===== src/pkg/brtr_defs.vh =====
// Purpose: Constants for the bit-reversal and table-read address unit.
// Assumes: Included by the unit's single design file.
// Notes:   Offsets are word indexes on the plain register port.
`ifndef BRTR_DEFS_VH
`define BRTR_DEFS_VH
`define BRTR_OFF_CTRL      4'h0
`define BRTR_OFF_MODE      4'h1
`define BRTR_OFF_PAGE      4'h2
`define BRTR_OFF_LASTEA    4'h3
`define BRTR_OFF_TBLADDR   4'h4
`define BRTR_CTRL_EN_BIT   15
`define BRTR_CTRL_RST      16'h0000
`define BRTR_MODE_RST      16'h0F00
`define BRTR_PAGE_RST      8'h00
`define BRTR_SEL_LO        11
`define BRTR_SEL_HI        8
`define BRTR_SEL_NONE      4'hF
`define BRTR_AM_POSTINC    3'h3
`define BRTR_AM_PREINC     3'h5
`endif


===== src/verilog/brtr_agu.v =====
// Purpose: Bit-reversed write address generation on the X write path and
//          program-space address and data shaping for table reads.
// Assumes: Single clock mclk at 100 MHz, synchronous active-high rst.
// Notes:   Address and table results stand one cycle after their request.
//          The pointer file and modulo logic live outside; this unit only
//          overrides their ordinary result when reversal applies.
`timescale 1ns/10ps
`include "brtr_defs.vh"

// Notes on behaviour
// - Reversal only on X generator data writes, never reads or Y.
// - Only the modifier is bit-reversed; pointer stays normal order.
// - Active when select not 1111, enable set, pre/post-increment mode.
// - A 15-bit reversal pivot is held, usually half the buffer size.
// - Word data only; pivot scaled to bytes, address LSB forced zero.
// - Other modes or byte writes produce ordinary addresses.
// - While active, pointer plus pivot; normal increment offset ignored.
// - Reversal takes priority over modulo on the same pointer.
// - 16-entry buffer yields 4-bit reversed index order.
// - Program word is 24 bits, data word 16, data may sit in program.
// - Remap window is read-only and shows only the low 16 bits.
// - Program-space address LSB is fixed at zero.
// - Unaligned table operations and configuration reads are accepted.
// - Word low read returns program bits 15 to 0.
// - Byte low read: select 1 upper byte, select 0 lower byte.
// - Word high read: bits 23 to 16 low, high byte zero.
// - Byte high read: zero when select is 1, else upper byte.
// - Table address is page byte over the 16-bit effective address.
module brtr_agu #(
   parameter PW = 24,
   parameter DW = 16
) (
   input  wire          mclk,
   input  wire          rst,
   input  wire [3:0]    regAddr,
   input  wire [15:0]   regWrData,
   input  wire          regWrStb,
   input  wire          regRdStb,
   output reg  [15:0]   regRdData,
   input  wire          eaReq,
   input  wire          eaIsWrite,
   input  wire          eaIsXGen,
   input  wire          eaIsByte,
   input  wire [2:0]    eaAddrMode,
   input  wire [3:0]    eaPtrSel,
   input  wire [15:0]   eaPtrValue,
   input  wire [15:0]   eaNormalEa,
   input  wire [15:0]   eaNormalPtrNext,
   output reg           eaValid,
   output reg  [15:0]   eaOut,
   output reg           eaPtrWrEn,
   output reg  [3:0]    eaPtrWrSel,
   output reg  [15:0]   eaPtrWrData,
   output reg           eaRevUsed,
   input  wire          tblReq,
   input  wire          tblHigh,
   input  wire          tblByte,
   input  wire [15:0]   tblEa,
   output reg  [PW-1:0] tblAddr,
   input  wire [PW-1:0] progWord,
   output reg           tblValid,
   output reg  [DW-1:0] tblData,
   input  wire          winReq,
   input  wire          winWrite,
   output reg           winValid,
   output reg           winRefused,
   output reg  [DW-1:0] winData
);

   reg  [15:0]   bitReverseControl_reg;
   reg  [15:0]   addressModeControl_reg;
   reg  [7:0]    tablePage_reg;
   reg  [15:0]   lastEa_reg;
   reg  [PW-1:0] tblAddrHold_reg;
   reg  [15:0]   regRdData_next;
   reg  [15:0]   revSum;
   reg  [PW-1:0] tblAddr_next;
   reg  [DW-1:0] tblData_next;
   wire [3:0]    reversalPointerSelect;
   wire          reversalEnable;
   wire [15:0]   pivotBytes;
   wire          incMode;
   wire          revActive;
   wire          wrCtrl;
   wire          wrMode;
   wire          wrPage;
   wire [15:0]   eaChosen;
   wire [15:0]   ptrChosen;

   // Reverse-carry addition: reverse both operands, add, reverse back.
   function [15:0] revAdd;
      input [15:0] a;
      input [15:0] b;
      reg   [15:0] ra;
      reg   [15:0] rb;
      reg   [15:0] rs;
      integer      i;
      begin
         ra = 16'h0000;
         rb = 16'h0000;
         for (i = 0; i < 16; i = i + 1) begin
            ra[15-i] = a[i];
            rb[15-i] = b[i];
         end
         rs = ra + rb;
         revAdd = 16'h0000;
         for (i = 0; i < 16; i = i + 1) begin
            revAdd[i] = rs[15-i];
         end
      end
   endfunction

   // Program-space address: page byte over the word-aligned effective
   // address. Bit 0 is dropped here so every consumer sees the same
   // aligned address, whether or not a byte lane is being selected.
   function [23:0] progAddr;
      input [7:0]  page;
      input [15:0] ea;
      begin
         progAddr = {page, ea[15:1], 1'b0};
      end
   endfunction

   // Byte lane pick for byte-mode reads; the high lane answers when
   // the select bit is set. The result is zero-extended to a data word.
   function [15:0] laneByte;
      input [15:0] word;
      input        pickHigh;
      begin
         laneByte = {8'h00, pickHigh ? word[15:8] : word[7:0]};
      end
   endfunction

   // Select and enable fields; the pivot is scaled to a byte offset.
   assign reversalPointerSelect =
      addressModeControl_reg[`BRTR_SEL_LO:`BRTR_SEL_HI];
   assign reversalEnable = bitReverseControl_reg[`BRTR_CTRL_EN_BIT];
   assign pivotBytes = {bitReverseControl_reg[14:0], 1'b0};
   assign incMode = (eaAddrMode == `BRTR_AM_POSTINC) ||
                    (eaAddrMode == `BRTR_AM_PREINC);
   // Reversal overrides modulo because it replaces the normal path.
   assign revActive = (reversalPointerSelect != `BRTR_SEL_NONE) &&
                      reversalEnable && incMode &&
                      (eaPtrSel == reversalPointerSelect) &&
                      eaIsWrite && eaIsXGen && !eaIsByte;

   // Reversed sum of pointer and modifier, LSB held clear.
   always @* begin
      revSum = revAdd({eaPtrValue[15:1], 1'b0}, pivotBytes);
      revSum[0] = 1'b0;
   end

   // Address and pointer update chosen between the reversed path and
   // the ordinary path. Post-increment hands out the old pointer and
   // pre-increment the updated one; either way the pointer takes sum.
   assign eaChosen = !revActive ? eaNormalEa
                   : (eaAddrMode == `BRTR_AM_PREINC) ? revSum
                   : {eaPtrValue[15:1], 1'b0};
   assign ptrChosen = revActive ? revSum : eaNormalPtrNext;

   // Write decode per register; unmapped and read-only indexes drop.
   assign wrCtrl = regWrStb && (regAddr == `BRTR_OFF_CTRL);
   assign wrMode = regWrStb && (regAddr == `BRTR_OFF_MODE);
   assign wrPage = regWrStb && (regAddr == `BRTR_OFF_PAGE);

   // Register read mux, decoded by address.
   always @* begin
      regRdData_next = 16'h0000;
      if (regAddr == `BRTR_OFF_CTRL) begin
         regRdData_next = bitReverseControl_reg;
      end else if (regAddr == `BRTR_OFF_MODE) begin
         regRdData_next = addressModeControl_reg;
      end else if (regAddr == `BRTR_OFF_PAGE) begin
         regRdData_next = {8'h00, tablePage_reg};
      end else if (regAddr == `BRTR_OFF_LASTEA) begin
         regRdData_next = lastEa_reg;
      end else if (regAddr == `BRTR_OFF_TBLADDR) begin
         regRdData_next = tblAddrHold_reg[15:0];
      end
   end

   // Table address and read-data shaping. A low read hands out the
   // low program word or one of its bytes; a high read hands out the
   // top byte, or zero for a byte read with select 1, and the missing
   // upper data byte always reads as zero.
   always @* begin
      tblAddr_next = progAddr(tablePage_reg, tblEa);
      tblData_next = {DW{1'b0}};
      if (!tblHigh && !tblByte) begin
         tblData_next = progWord[15:0];
      end else if (!tblHigh) begin
         tblData_next = laneByte(progWord[15:0], tblEa[0]);
      end else if (!tblByte) begin
         tblData_next = {8'h00, progWord[23:16]};
      end else begin
         tblData_next = laneByte({8'h00, progWord[23:16]},
                                 tblEa[0]);
      end
   end

   // Read data stands for one cycle after the read strobe and is zero
   // otherwise, so a stray capture by the master never sees old data.
   always @(posedge mclk) begin
      if (rst) begin
         regRdData <= 16'h0000;
      end else if (regRdStb) begin
         regRdData <= regRdData_next;
      end else begin
         regRdData <= 16'h0000;
      end
   end

   // Reversal control: enable in the top bit, pivot below it. A new
   // pivot acts on the very next request, which is why software must
   // not read through the reversal pointer right after rewriting it.
   always @(posedge mclk) begin
      if (rst) begin
         bitReverseControl_reg <= `BRTR_CTRL_RST;
      end else if (wrCtrl) begin
         bitReverseControl_reg <= regWrData;
      end
   end

   // Address mode control; its reset value parks the pointer select at
   // the all-ones code, which keeps reversal off until software acts.
   always @(posedge mclk) begin
      if (rst) begin
         addressModeControl_reg <= `BRTR_MODE_RST;
      end else if (wrMode) begin
         addressModeControl_reg <= regWrData;
      end
   end

   // Table page: the upper byte of every program-space address.
   always @(posedge mclk) begin
      if (rst) begin
         tablePage_reg <= `BRTR_PAGE_RST;
      end else if (wrPage) begin
         tablePage_reg <= regWrData[7:0];
      end
   end

   // Effective address result and pointer write-back. Strobes follow
   // the request by one cycle; eaOut and eaPtrWrData hold between requests, eaPtrWrSel follows eaPtrSel every cycle.
   always @(posedge mclk) begin
      if (rst) begin
         eaValid     <= 1'b0;
         eaOut       <= 16'h0000;
         eaPtrWrEn   <= 1'b0;
         eaPtrWrSel  <= 4'h0;
         eaPtrWrData <= 16'h0000;
         eaRevUsed   <= 1'b0;
         lastEa_reg  <= 16'h0000;
      end else begin
         eaValid    <= eaReq;
         eaPtrWrEn  <= eaReq && incMode;
         eaPtrWrSel <= eaPtrSel;
         eaRevUsed  <= eaReq && revActive;
         if (eaReq) begin
            eaOut       <= eaChosen;
            eaPtrWrData <= ptrChosen;
            lastEa_reg  <= eaChosen;
         end
      end
   end

   // Table read results. The address output follows the effective
   // address every cycle; data and the held copy move only on request.
   always @(posedge mclk) begin
      if (rst) begin
         tblAddr         <= {PW{1'b0}};
         tblAddrHold_reg <= {PW{1'b0}};
         tblValid        <= 1'b0;
         tblData         <= {DW{1'b0}};
      end else begin
         tblAddr  <= progAddr(tablePage_reg, tblEa);
         tblValid <= tblReq;
         if (tblReq) begin
            tblData         <= tblData_next;
            tblAddrHold_reg <= tblAddr_next;
         end
      end
   end

   // Program window: reads see only the low program word; writes are
   // refused and leave the held data untouched.
   always @(posedge mclk) begin
      if (rst) begin
         winValid   <= 1'b0;
         winRefused <= 1'b0;
         winData    <= {DW{1'b0}};
      end else begin
         winValid   <= winReq && !winWrite;
         winRefused <= winReq && winWrite;
         if (winReq && !winWrite) begin
            winData <= progWord[15:0];
         end
      end
   end

endmodule // brtr_agu


===== config.mk =====
export PLATFORM = sky130hd
export DESIGN_NAME = brtr_agu
export DESIGN_NICKNAME = d
export VERILOG_FILES = /design/src/verilog/brtr_agu.v
export VERILOG_INCLUDE_DIRS = /design/src /design/src/pkg
export SDC_FILE = /design/constraint.sdc
export NUM_CORES = 1
export LEC_CHECK = 0
export BUFFER_PORTS_ARGS = -buffer_cell sky130_fd_sc_hd__buf_2
export CAP_MARGIN = 15
export CORE_MARGIN = 4
export CORE_UTILIZATION = 30
export CTS_CLUSTER_DIAMETER = 50
export DETAILED_ROUTE_END_ITERATION = 12
export GPL_TIMING_DRIVEN = 0
export PLACE_DENSITY = 0.58
export SLEW_MARGIN = 20
export SYNTH_ARGS = -nofsm -noshare
export SYNTH_HDL_FRONTEND = slang
export SYNTH_SLANG_ARGS = --single-unit

===== constraint.sdc =====
create_clock -name mclk -period 4.5 [get_ports mclk]
set_clock_uncertainty 0.2 [all_clocks]
set_input_delay 0.9 -clock mclk [delete_from_list [all_inputs] [get_ports mclk]]
set_output_delay 0.9 -clock mclk [all_outputs]
set_load 0.01 [all_outputs]

==> impl_results.md, run 1 <==
- Status: finished, final reports clean
- Critical path launch point type: input port
- Antenna cells: 0
- Max_slew headroom: around two fifths
- Total number of vias: approximately 7500
- Met1 WL: 11600 microns
- P_leak: 4.25 nW
- Top_reg_cell synth: dfxtp_1
- Endpoints failing hold: 0
- Cells after synthesis: ~900
- Final Slew Violations: 0
- Power per cell area: 353 nW/um^2
- Total CTS buffers: 17
- Cell Chain, Critical Path: buf_2, ha_1, fa_1, a21oi_1, o211a_1, nor3_1, o21ai_0, nor3b_1, o311ai_0, a21oi_1
- Worst-skew pair later-pin latency: roughly 0.42 ns
- Multi-input gate area: roughly 3800 sq um
- Die X: roughly 170 microns
- # rows: 57
- Sequential power share: between 40% and 50%
- Most flops, register: tblAddr
- Nets: 1297
- Yosys top cell by area: dfxtp_1
- Share of the synthesized area in the top cell type: a little under half
- Core ar.: between 20000 and 25000 sq um
- Worst slew pin tran: about 0.89 ns
- DRT iter0 DRCs: 525
- Via/cell ratio: approximately 5.0
- CTS-repair resized insts: 0
- Mapped cell area: approximately 7500 sq um
- Ports: roughly 240
- Max-Cap Viols: 0
- CTS sink cnt: between 150 and 200
- DR WL met2: around 13000 microns
- Setup CP Type: input port to flip-flop
- Synth top cells by count: dfxtp_1, nand2_1, nor2_1, a21oi_1, clkbuf_1
- Most used cell, CP: a21oi_1
- CP Max Fanout: 3
- Setup violations, final: 0
- Sw Ratio: a little over a quarter
- Worst vdd ir: about 0.19 mV
- CP endpoint kind: flip-flop
- EDFF count, synth: 0
- CTS clk-pin slew, worst paths: 0.07 ns
- Post-route minimum period: ~3.0 ns
- Gr ovfl total: 0
- Routed WL: 27700 microns
- Clock power share: about two fifths
- Combinational power share: approximately an eighth
- Leading post-synthesis cells by cell area: dfxtp_1, nand2_1, a21oi_1
- Seq cells post-synth: approximately 170
- Top layer in use: met5
- RSZ-0062 raised after global routing: no
- Setup Fix Bufs, Post-CTS: 0
- CTS tree: built
- Critical path arrival: around 3.1 ns
- Routed Antenna Nets: 0
- Setup total negative slack: 0 ns
- Die Span Y: roughly 170 microns
- Synth Warn #: 0
- Port bufs: roughly 230
- Worst path max stage delay: about 0.45 ns
- Critical path data required time: about 4.6 ns
- Pwr Total: 0.00339 W
- Vias in the first global route: 7268
- Post-DP HPWL: approximately 22000 microns
- Pin count of the biggest net entering global routing: 17
- Synthesized Nets: between 1000 and 1500
- Tot GR Track Use: approximately 19%
- Async SR Flop Fraction: 0%
- Hold Buf Count CTS: 0
- Clock root buffer: clkbuf_16
- Gpl congestion: 0.909
- Fmax: approximately 330 MHz
- Syn Area/Cell: between 8 and 9 sq um
- Register area: about 3400 sq um
- First-pass GRT wire length: around 42000 microns
- Seq/Total Area, Yosys: between 40% and 50%
- DRC violation count after routing: 0
- Starting Density: between 30% and 40%
- Switching pwr: between 0.0009 and 0.001 W
- Die area: around 27000 sq um
- Area Overhead vs Synth: 28.6%
- Yosys cell types: 64
- Antenna violations before repair: 2
- Final Util: roughly two fifths
- Clock Tree Buf Depth: 2
- Cell-internal power: between 0.002 and 0.0025 W
- Routed WL per cell: roughly 19 microns
- Top delay family on crit path: compound AO/OA/AOI/OAI gates
- Fill count: 2599
- Crit path buf inv count: 1
- Slowest CP cell: nor3_1
- Crit share post-route: between 60% and 70%
- Ratio of cells with drive above 1 in the final layout: around a quarter
- Hold WC Path Type: flip-flop to flip-flop
- DR WL met3: roughly 2200 microns
- Cell with the most instances after synthesis: dfxtp_1
- H-tree levels: 4
- Largest register FFs: 23
- Drt pass-1 iters: 5
## worst register-to-register path, stage by stage, from the launching register on
cell      delay [ns]
dfxtp_1         0.41
ha_1            0.22
fa_1            0.22
a21oi_1         0.12
o211a_1         0.27
nor3_1          0.45
o21ai_0         0.21
nor3b_1         0.18
o311ai_0        0.37
a21oi_1         0.12
## cell usage in the layout (no fill, tap or decap), drive strengths merged, types with 2 or more instances in the layout
cell type  count
nand2        161
a21o           9
a31oi         20
a21oi         90
inv           10
a221oi         9
or3            3
clkinv         5
a31o           5
nand3b         4
xnor2          8
o211a          2
and2           9
nand4b         2
mux2i         32
o41ai          4
a22oi         10
xor2           8
buf          256
o32ai          3
o211ai         7
clkinvlp       4
and3           5
nor3           5
a311oi        10
nor2          96
o311ai         2
nor4           2
ha            14
nor3b          3
nor2b         39
o21ai         23
or2            3
o21bai         2
nand2b        22
nand3         18
a211oi        13
clkbuf        64
dfxtp        168
## power groups by stage
| stage | sequential (W) | clock [W] | combinational (W) |
|---|---|---|---|
| final | 0.00158 | 0.00140 | 0.000414 |
| after global routing | 0.00159 | 0.00150 | 0.000456 |
| after CTS | 0.00158 | 0.00143 | 0.000416 |
| after detailed placement | 0.00161 | 0 | 0.000415 |
| after global placement | 0.00161 | 0 | 0.000413 |
| after floorplan | 0.00163 | 0 | 0.000200 |
## logic make-up (layout without fill, tap and decap cells)
logic type,count (synthesis),after routing,share of synthesized area (%)
and+or+nand+nor,376,376,23.1
AOI/OAI and AO/OA,219,219,18.6
DFF,168,168,45.0
buffers and inverters,73,339,4.19
muxes,33,33,4.44
xor gates and xnor gates,16,16,1.98
adders and majority gates,15,15,2.61
other,1,1,0.0502
## area by class of cell
type | count | share of cell area, %
Clock inverter | 11 | 0.951
Tap cell | 324 | 4.22
Clock buffer | 21 | 4.90
Timing Repair Buffer | 234 | 12.2
Buffer | 65 | 2.94
Inverter | 8 | 0.312
Sequential cell | 168 | 35.0
Multi-Input combinational cell | 660 | 39.5
## metrics by stage
step	instance area [sq um]	instances	hold WS (ns)	setup WS, ns
global route	9610	1491	0.273	1.26
finish	9610	1491	0.253	1.46
floorplan	7470	901	0.233	1.60
global placement	9050	1459	0.239	1.05
CTS	9610	1491	0.254	1.50
detailed placement	9050	1459	0.244	1.05
## final timing paths
| kind | startpoint | endpoint | slack, ns | cells after the start |
|---|---|---|---|---|
| min reg2reg | addressModeControl_reg[5]$_SDFFE_PP0P_ | addressModeControl_reg[5]$_SDFFE_PP0P_ | 0.25 | 2 |
| max | eaPtrValue[15] | eaOut[5]$_SDFFE_PP0P_ | 1.46 | 10 |
| max reg2reg | bitReverseControl_reg[14]$_SDFFE_PP0P_ | eaOut[5]$_SDFFE_PP0P_ | 1.60 | 9 |
| min | addressModeControl_reg[5]$_SDFFE_PP0P_ | addressModeControl_reg[5]$_SDFFE_PP0P_ | 0.25 | 2 |
## metal layers
layer,vias up,global-route usage (%)
li1,3625,-
met1,3493,24.2
met2,295,32.8
met3,39,5.88
met4,2,5.49
met5,-,0
Note: power is estimated with default switching activity, not from simulation.
==> inputs of run 2 (changes only) <==
- clock period: 4.5 -> 3.05 ns (I/O delays scaled with it)
==> impl_results.md, run 2 (synthesis gave the netlist of run 1 again) <==
- First-pass GRT wire length: 42200 microns (unchanged)
- Post-DP HPWL: 22100 microns (unchanged)
- Die Span Y: 166 microns (unchanged)
- Endpoints failing hold: 0 (unchanged)
- Most flops, register: tblAddr
- Area Overhead vs Synth: 28.7% (about the same)
- Drt pass-1 iters: 5 (unchanged)
- Post-route minimum period: roughly 2.7 ns
- Max-Cap Viols: 0 (unchanged)
- Via/cell ratio: 4.99 (-0.20%)
- # rows: 57 (unchanged)
- Critical path data required time: 3.13 ns (-1.44 ns)
- Status: finished, final reports clean
- CTS tree: built
- Worst slew pin tran: 0.896 ns (+0.00277 ns)
- Largest register FFs: 23 (unchanged)
- RSZ-0062 raised after global routing: no
- Pwr Total: 0.00501 W (+48%)
- Core ar.: 24400 sq um (unchanged)
- Final Instance Area: 9620 sq um (about the same)
- Gpl congestion: 0.909 (unchanged)
- Commonest cells after routing, fill and taps aside: buf_2, dfxtp_1, nand2_1
- CTS clk-pin slew, worst paths: 0.07 ns (about the same)
- DR WL met2: 13300 microns (+0.22%)
- Routed WL: 27700 microns (about the same)
- Hold WC Path Type: input port to flip-flop
- CP Max Fanout: 3 (unchanged)
- Hold Buf Count CTS: 0 (unchanged)
- DRC violation count after routing: 0 (unchanged)
- Worst-skew pair later-pin latency: 0.42 ns (about the same)
- Multi-input gate area: 3800 sq um (+0.13%)
- Antenna violations before repair: 2 (unchanged)
- CTS sink cnt: 168 (unchanged)
- CTS-repair resized insts: 0 (unchanged)
- Crit share post-route: between 80 and 90%
- Ports: 242 (unchanged)
- Fmax: around 360 MHz
- Power per cell area: 521 nW/um^2 (+47%)
- Setup Fix Bufs, Post-CTS: 0 (unchanged)
- P_leak: 4.25 nW (about the same)
- Tot GR Track Use: 19.4% (unchanged)
- DRT iter0 DRCs: 537 (+2.3%)
- Vias in the first global route: 7268 (unchanged)
- Max_slew headroom: 40.3% (-0.18 points)
- Pin count of the biggest net entering global routing: 17 (unchanged)
- Setup total negative slack: 0 ns (unchanged)
- Met1 WL: 11700 microns (+0.63%)
- Commonest non-fill, non-tap cell in the layout: buf_2
- Final Slew Violations: 0 (unchanged)
- Port bufs: 234 (unchanged)
- Top layer in use: met5
- Setup CP Type: flip-flop to flip-flop
- Placed Area: 9050 sq um (unchanged)
- Die area: 27500 sq um (unchanged)
- Total number of vias: 7444 (-0.13%)
- Gr ovfl total: 0 (unchanged)
- Register area: 3360 sq um (unchanged)
- Starting Density: 30.6% (unchanged)
- Worst vdd ir: 0.286 mV (+49%)
- Nets: 1297 (unchanged)
- Routed WL per cell: 18.6 microns (about the same)
- Ratio of cells with drive above 1 in the final layout: 25.5% (+0.086 points)
- Setup violations, final: 0 (unchanged)
- Total CTS buffers: 17 (unchanged)
- Critical path arrival: 2.82 ns (-0.30 ns)
- DR WL met3: 2080 microns (-4.8%)
- Fill count: 2597 (-0.077%)
- CP endpoint kind: flip-flop
- Routed Antenna Nets: 0 (unchanged)
- Die X: 166 microns (unchanged)
- Clock Tree Buf Depth: 2 (unchanged)
- R2r setup slk: 0.31 ns (-1.29 ns)
- Clock root buffer: clkbuf_16
- Critical path launch point type: flip-flop
- H-tree levels: 4 (unchanged)
run 2: final timing paths:
| kind | start | end | depth (start not counted) |
|---|---|---|---|
| max | bitReverseControl_reg[14]$_SDFFE_PP0P_ | eaOut[5]$_SDFFE_PP0P_ | 9 |
| min | tblEa[2] | tblAddr[2]$_SDFF_PP0_ | 2 |
| max reg2reg | bitReverseControl_reg[14]$_SDFFE_PP0P_ | eaOut[5]$_SDFFE_PP0P_ | 9 |
| min reg2reg | addressModeControl_reg[5]$_SDFFE_PP0P_ | addressModeControl_reg[5]$_SDFFE_PP0P_ | 2 |
run 2: layout make-up:
type	instances	share of cell area [%]
flip-flops and latches	168	35.0
inverters	8	0.312
plain buffers	65	2.94
repair buffers	234	12.2
multi-input cells	660	39.5
diodes	1	0.0260
clock buffers	21	4.89
well taps	324	4.22
clock inverters	11	0.950
run 2: power breakdown:
part	leakage, nW	switching [W]	internal [W]
clock	0.262	0.000946	0.00112
sequential	1.38	0.0000517	0.00228
combinational	2.61	0.000367	0.000243
total	4.25	0.00137	0.00364
run 2: stage by stage:
step | hold WS [ns] | setup slack [ns] | utilization, % | cells
5_1_grt | 0.213 | 0.0429 | 39.4 | 1491
3_3_place_gp | 0.239 | -0.112 | 37.1 | 1459
4_1_cts | 0.198 | 0.175 | 39.4 | 1491
2_1_floorplan | 0.233 | 0.444 | - | 901
6_report | 0.209 | 0.305 | 39.4 | 1492
3_5_place_dp | 0.244 | -0.109 | 37.1 | 1459
run 2: worst max-delay path: stages (launching register included):
cell	delay (ns)
dfxtp_1	0.35
ha_1	0.23
fa_1	0.41
a21oi_1	0.27
o211a_1	0.25
nor3_2	0.08
nor3_1	0.24
nor3b_1	0.09
o311ai_0	0.37
a21oi_1	0.12
run 2: metal layers:
metal / global-route usage (%) / vias up
met5: 0 / -
met4: 5.49 / 2
met3: 5.88 / 42
met2: 32.8 / 285
met1: 24.2 / 3490
li1: - / 3625
==> inputs of run 3 (changes only) <==
- CORE_UTILIZATION: 30 -> 40
- PLACE_DENSITY: 0.58 -> 0.71
- RECOVER_POWER: default -> 100
- SLEW_MARGIN: 20 -> 25
==> impl_results.md, run 3 (synthesis gave the netlist of run 1 again) <==
- Status: finished, final reports clean
- Routed Antenna Nets: 0 (unchanged)
- Die Span Y: 145 microns (-13%)
- Hold Buf Count CTS: 0 (unchanged)
- Post-route minimum period: 2.86 ns (+0.113 ns)
- Max-Cap Viols: 0 (unchanged)
- Final Instance Area: 9380 sq um (-2.5%)
- Routed WL: 25500 microns (-8.0%)
- Pin count of the biggest net entering global routing: 17 (unchanged)
- # rows: 49 (-14%)
- Drt pass-1 iters: 5 (unchanged)
- Ratio of cells with drive above 1 in the final layout: 15.3% (-10 points)
- Hold WC Path Type: input port to flip-flop
- Total CTS buffers: 17 (unchanged)
- Tot GR Track Use: 23.7% (+4.3 points)
- HP Start: regWrData[8]
- Worst-skew pair later-pin latency: 0.42 ns (about the same)
- Power per cell area: 551 nW/um^2 (+5.8%)
- Crit share post-route: 93.7% (+3.7 points)
- CTS tree: built
- WHS Endpoint: addressModeControl_reg[8]$_SDFFE_PP1P_
- Switching pwr: 0.00134 W (-1.7%)
- Most flops, register: tblAddr
- Endpoints failing hold: 0 (unchanged)
- P_leak: 3.81 nW (-10%)
- Combinational power share: 11.3% (-0.9 points)
- Nets: 1297 (unchanged)
- DRT iter0 DRCs: 660 (+23%)
- CP endpoint kind: flip-flop
- Critical path data required time: 3.12 ns (about the same)
- Clock power share: 43.6% (+2.3 points)
- Fill count: 1834 (-29%)
- CP Max Fanout: 3 (unchanged)
- Clock root buffer: clkbuf_16
- Largest register FFs: 23 (unchanged)
- Area Overhead vs Synth: 25.5%
- Final Slew Violations: 0 (unchanged)
- Worst reg-to-reg path cell count: 9 (unchanged)
- Commonest non-fill, non-tap cell in the layout: dfxtp_1
- Die area: 20900 sq um (-24%)
- Commonest cells after routing, fill and taps aside: dfxtp_1, clkbuf_1, nand2_1
- Die X: 145 microns (-13%)
- Max_slew headroom: 33.2% (-7.1 points)
- Ports: 242 (unchanged)
- Via/cell ratio: 5.32 (+6.6%)
- Setup violations, final: 0 (unchanged)
- Final Util: 51.7% (+12 points)
- Reg2Reg Capture Point: eaOut[5]$_SDFFE_PP0P_
- Hold Path Depth: 3 (+1)
- Cell-internal power: 0.00382 W (+5.0%)
- Critical path arrival: 2.93 ns (+0.11 ns)
- DRC violation count after routing: 0 (unchanged)
- Post-DP HPWL: 20000 microns (-9.3%)
- Pwr Total: 0.00517 W (+3.2%)
- Routed WL per cell: 18.3 microns (-1.7%)
- Setup Fix Bufs, Post-CTS: 0 (unchanged)
- Gpl congestion: 0.959 (+5.6%)
- RSZ-0062 raised after global routing: no
- Reg-to-reg startpoint: bitReverseControl_reg[14]$_SDFFE_PP0P_
- Total number of vias: 7433 (-0.15%)
- Gr ovfl total: 0 (unchanged)
- Worst vdd ir: 0.386 mV (+35%)
- H-tree levels: 4 (unchanged)
- Starting Density: 41.2% (+11 points)
- Setup CP Type: flip-flop to flip-flop
- Placed Area: 8930 sq um (-1.3%)
- Clock Tree Buf Depth: 2 (unchanged)
- Port bufs: 234 (unchanged)
- CTS sink cnt: 168 (unchanged)
- Antenna violations before repair: 2 (unchanged)
- Sequential power share: 45.1% (-1.4 points)
- Sw Ratio: 26.0% (-1.3 points)
- R2r setup slk: 0.19 ns (-0.11 ns)
- First-pass GRT wire length: 37900 microns (-10%)
- Fmax: 350 MHz (-4.0%)
- CTS-repair resized insts: 0 (unchanged)
- Critical path launch point type: flip-flop
- Vias in the first global route: 6926 (-4.7%)
- Core ar.: 18100 sq um (-26%)
- CTS clk-pin slew, worst paths: 0.06 ns (about the same)
- Worst slew pin tran: 0.994 ns (+0.0984 ns)
[run 3: cell count changes in the layout (fill, tap and decap cells not counted), sizes merged]
cell / before / now
bufinv: 0 / 3
inv: 10 / 11
clkinvlp: 4 / 2
buf: 256 / 133
clkbuf: 64 / 185
[run 3: worst max-delay path by stage]
| stage | startpoint | endpoint | slack (ns) |
|---|---|---|---|
| 6_report | bitReverseControl_reg[14]$_SDFFE_PP0P_ | eaOut[5]$_SDFFE_PP0P_ | 0.19 |
| 4_1_cts | bitReverseControl_reg[14]$_SDFFE_PP0P_ | eaOut[5]$_SDFFE_PP0P_ | 0.22 |
| 3_5_place_dp | eaPtrValue[15] | eaOut[5]$_SDFFE_PP0P_ | -0.05 |
| 3_3_place_gp | eaPtrValue[15] | eaOut[5]$_SDFFE_PP0P_ | -0.09 |
| 2_1_floorplan | eaPtrValue[15] | eaOut[7]$_SDFFE_PP0P_ | 0.44 |
| 5_1_grt | bitReverseControl_reg[14]$_SDFFE_PP0P_ | eaOut[5]$_SDFFE_PP0P_ | 0.11 |
[run 3: stage by stage]
stage | TNS (ns) | hold slack (ns) | std cells | worst slack (ns)
2_1_floorplan | 0 | 0.233 | 901 | 0.444
3_3_place_gp | -0.0900 | 0.240 | 1364 | -0.0900
3_5_place_dp | -0.0533 | 0.246 | 1364 | -0.0533
4_1_cts | 0 | 0.204 | 1396 | 0.217
5_1_grt | 0 | 0.214 | 1397 | 0.107
6_report | 0 | 0.220 | 1397 | 0.192
[run 3: worst max-delay path: stages, from the launching register on]
cell and delay, ns:
dfxtp_1 0.40, ha_1 0.21, fa_1 0.22, a21oi_1 0.12, o211a_1 0.27, nor3_1 0.43, o21ai_0 0.17, nor3b_1 0.16
o311ai_0 0.39, a21oi_1 0.12
[run 3: final cells by class]
type / count / area (sq um) / share of cell area, %
multi-input cells: 660 / 3780 / 40.3
flip-flops and latches: 168 / 3360 / 35.9
repair buffers: 234 / 1030 / 11.0
clock buffers: 19 / 443 / 4.72
well taps: 229 / 287 / 3.06
plain buffers: 65 / 278 / 2.96
clock inverters: 13 / 168 / 1.79
inverters: 8 / 30.0 / 0.320
diodes: 1 / 2.50 / 0.0267
[run 3: layer usage]
layer	GRT usage (%)	vias up	share of wire [%]	wire length [microns]
met4	7.71	2	2.4	607
met1	30.4	3445	42	10700
met2	39.2	310	47	12100
met3	6.24	47	8.5	2170
li1	-	3629	-	-
met5	0	-	0.027	7
[run 3: power by group through the flow]
stage               logic (W)  clock network (W)  registers [W]
floorplan            0.000294                  0        0.00240
global placement     0.000594                  0        0.00238
detailed placement   0.000599                  0        0.00238
CTS                  0.000601            0.00228        0.00233
global route         0.000639            0.00238        0.00234
finish               0.000581            0.00225        0.00233
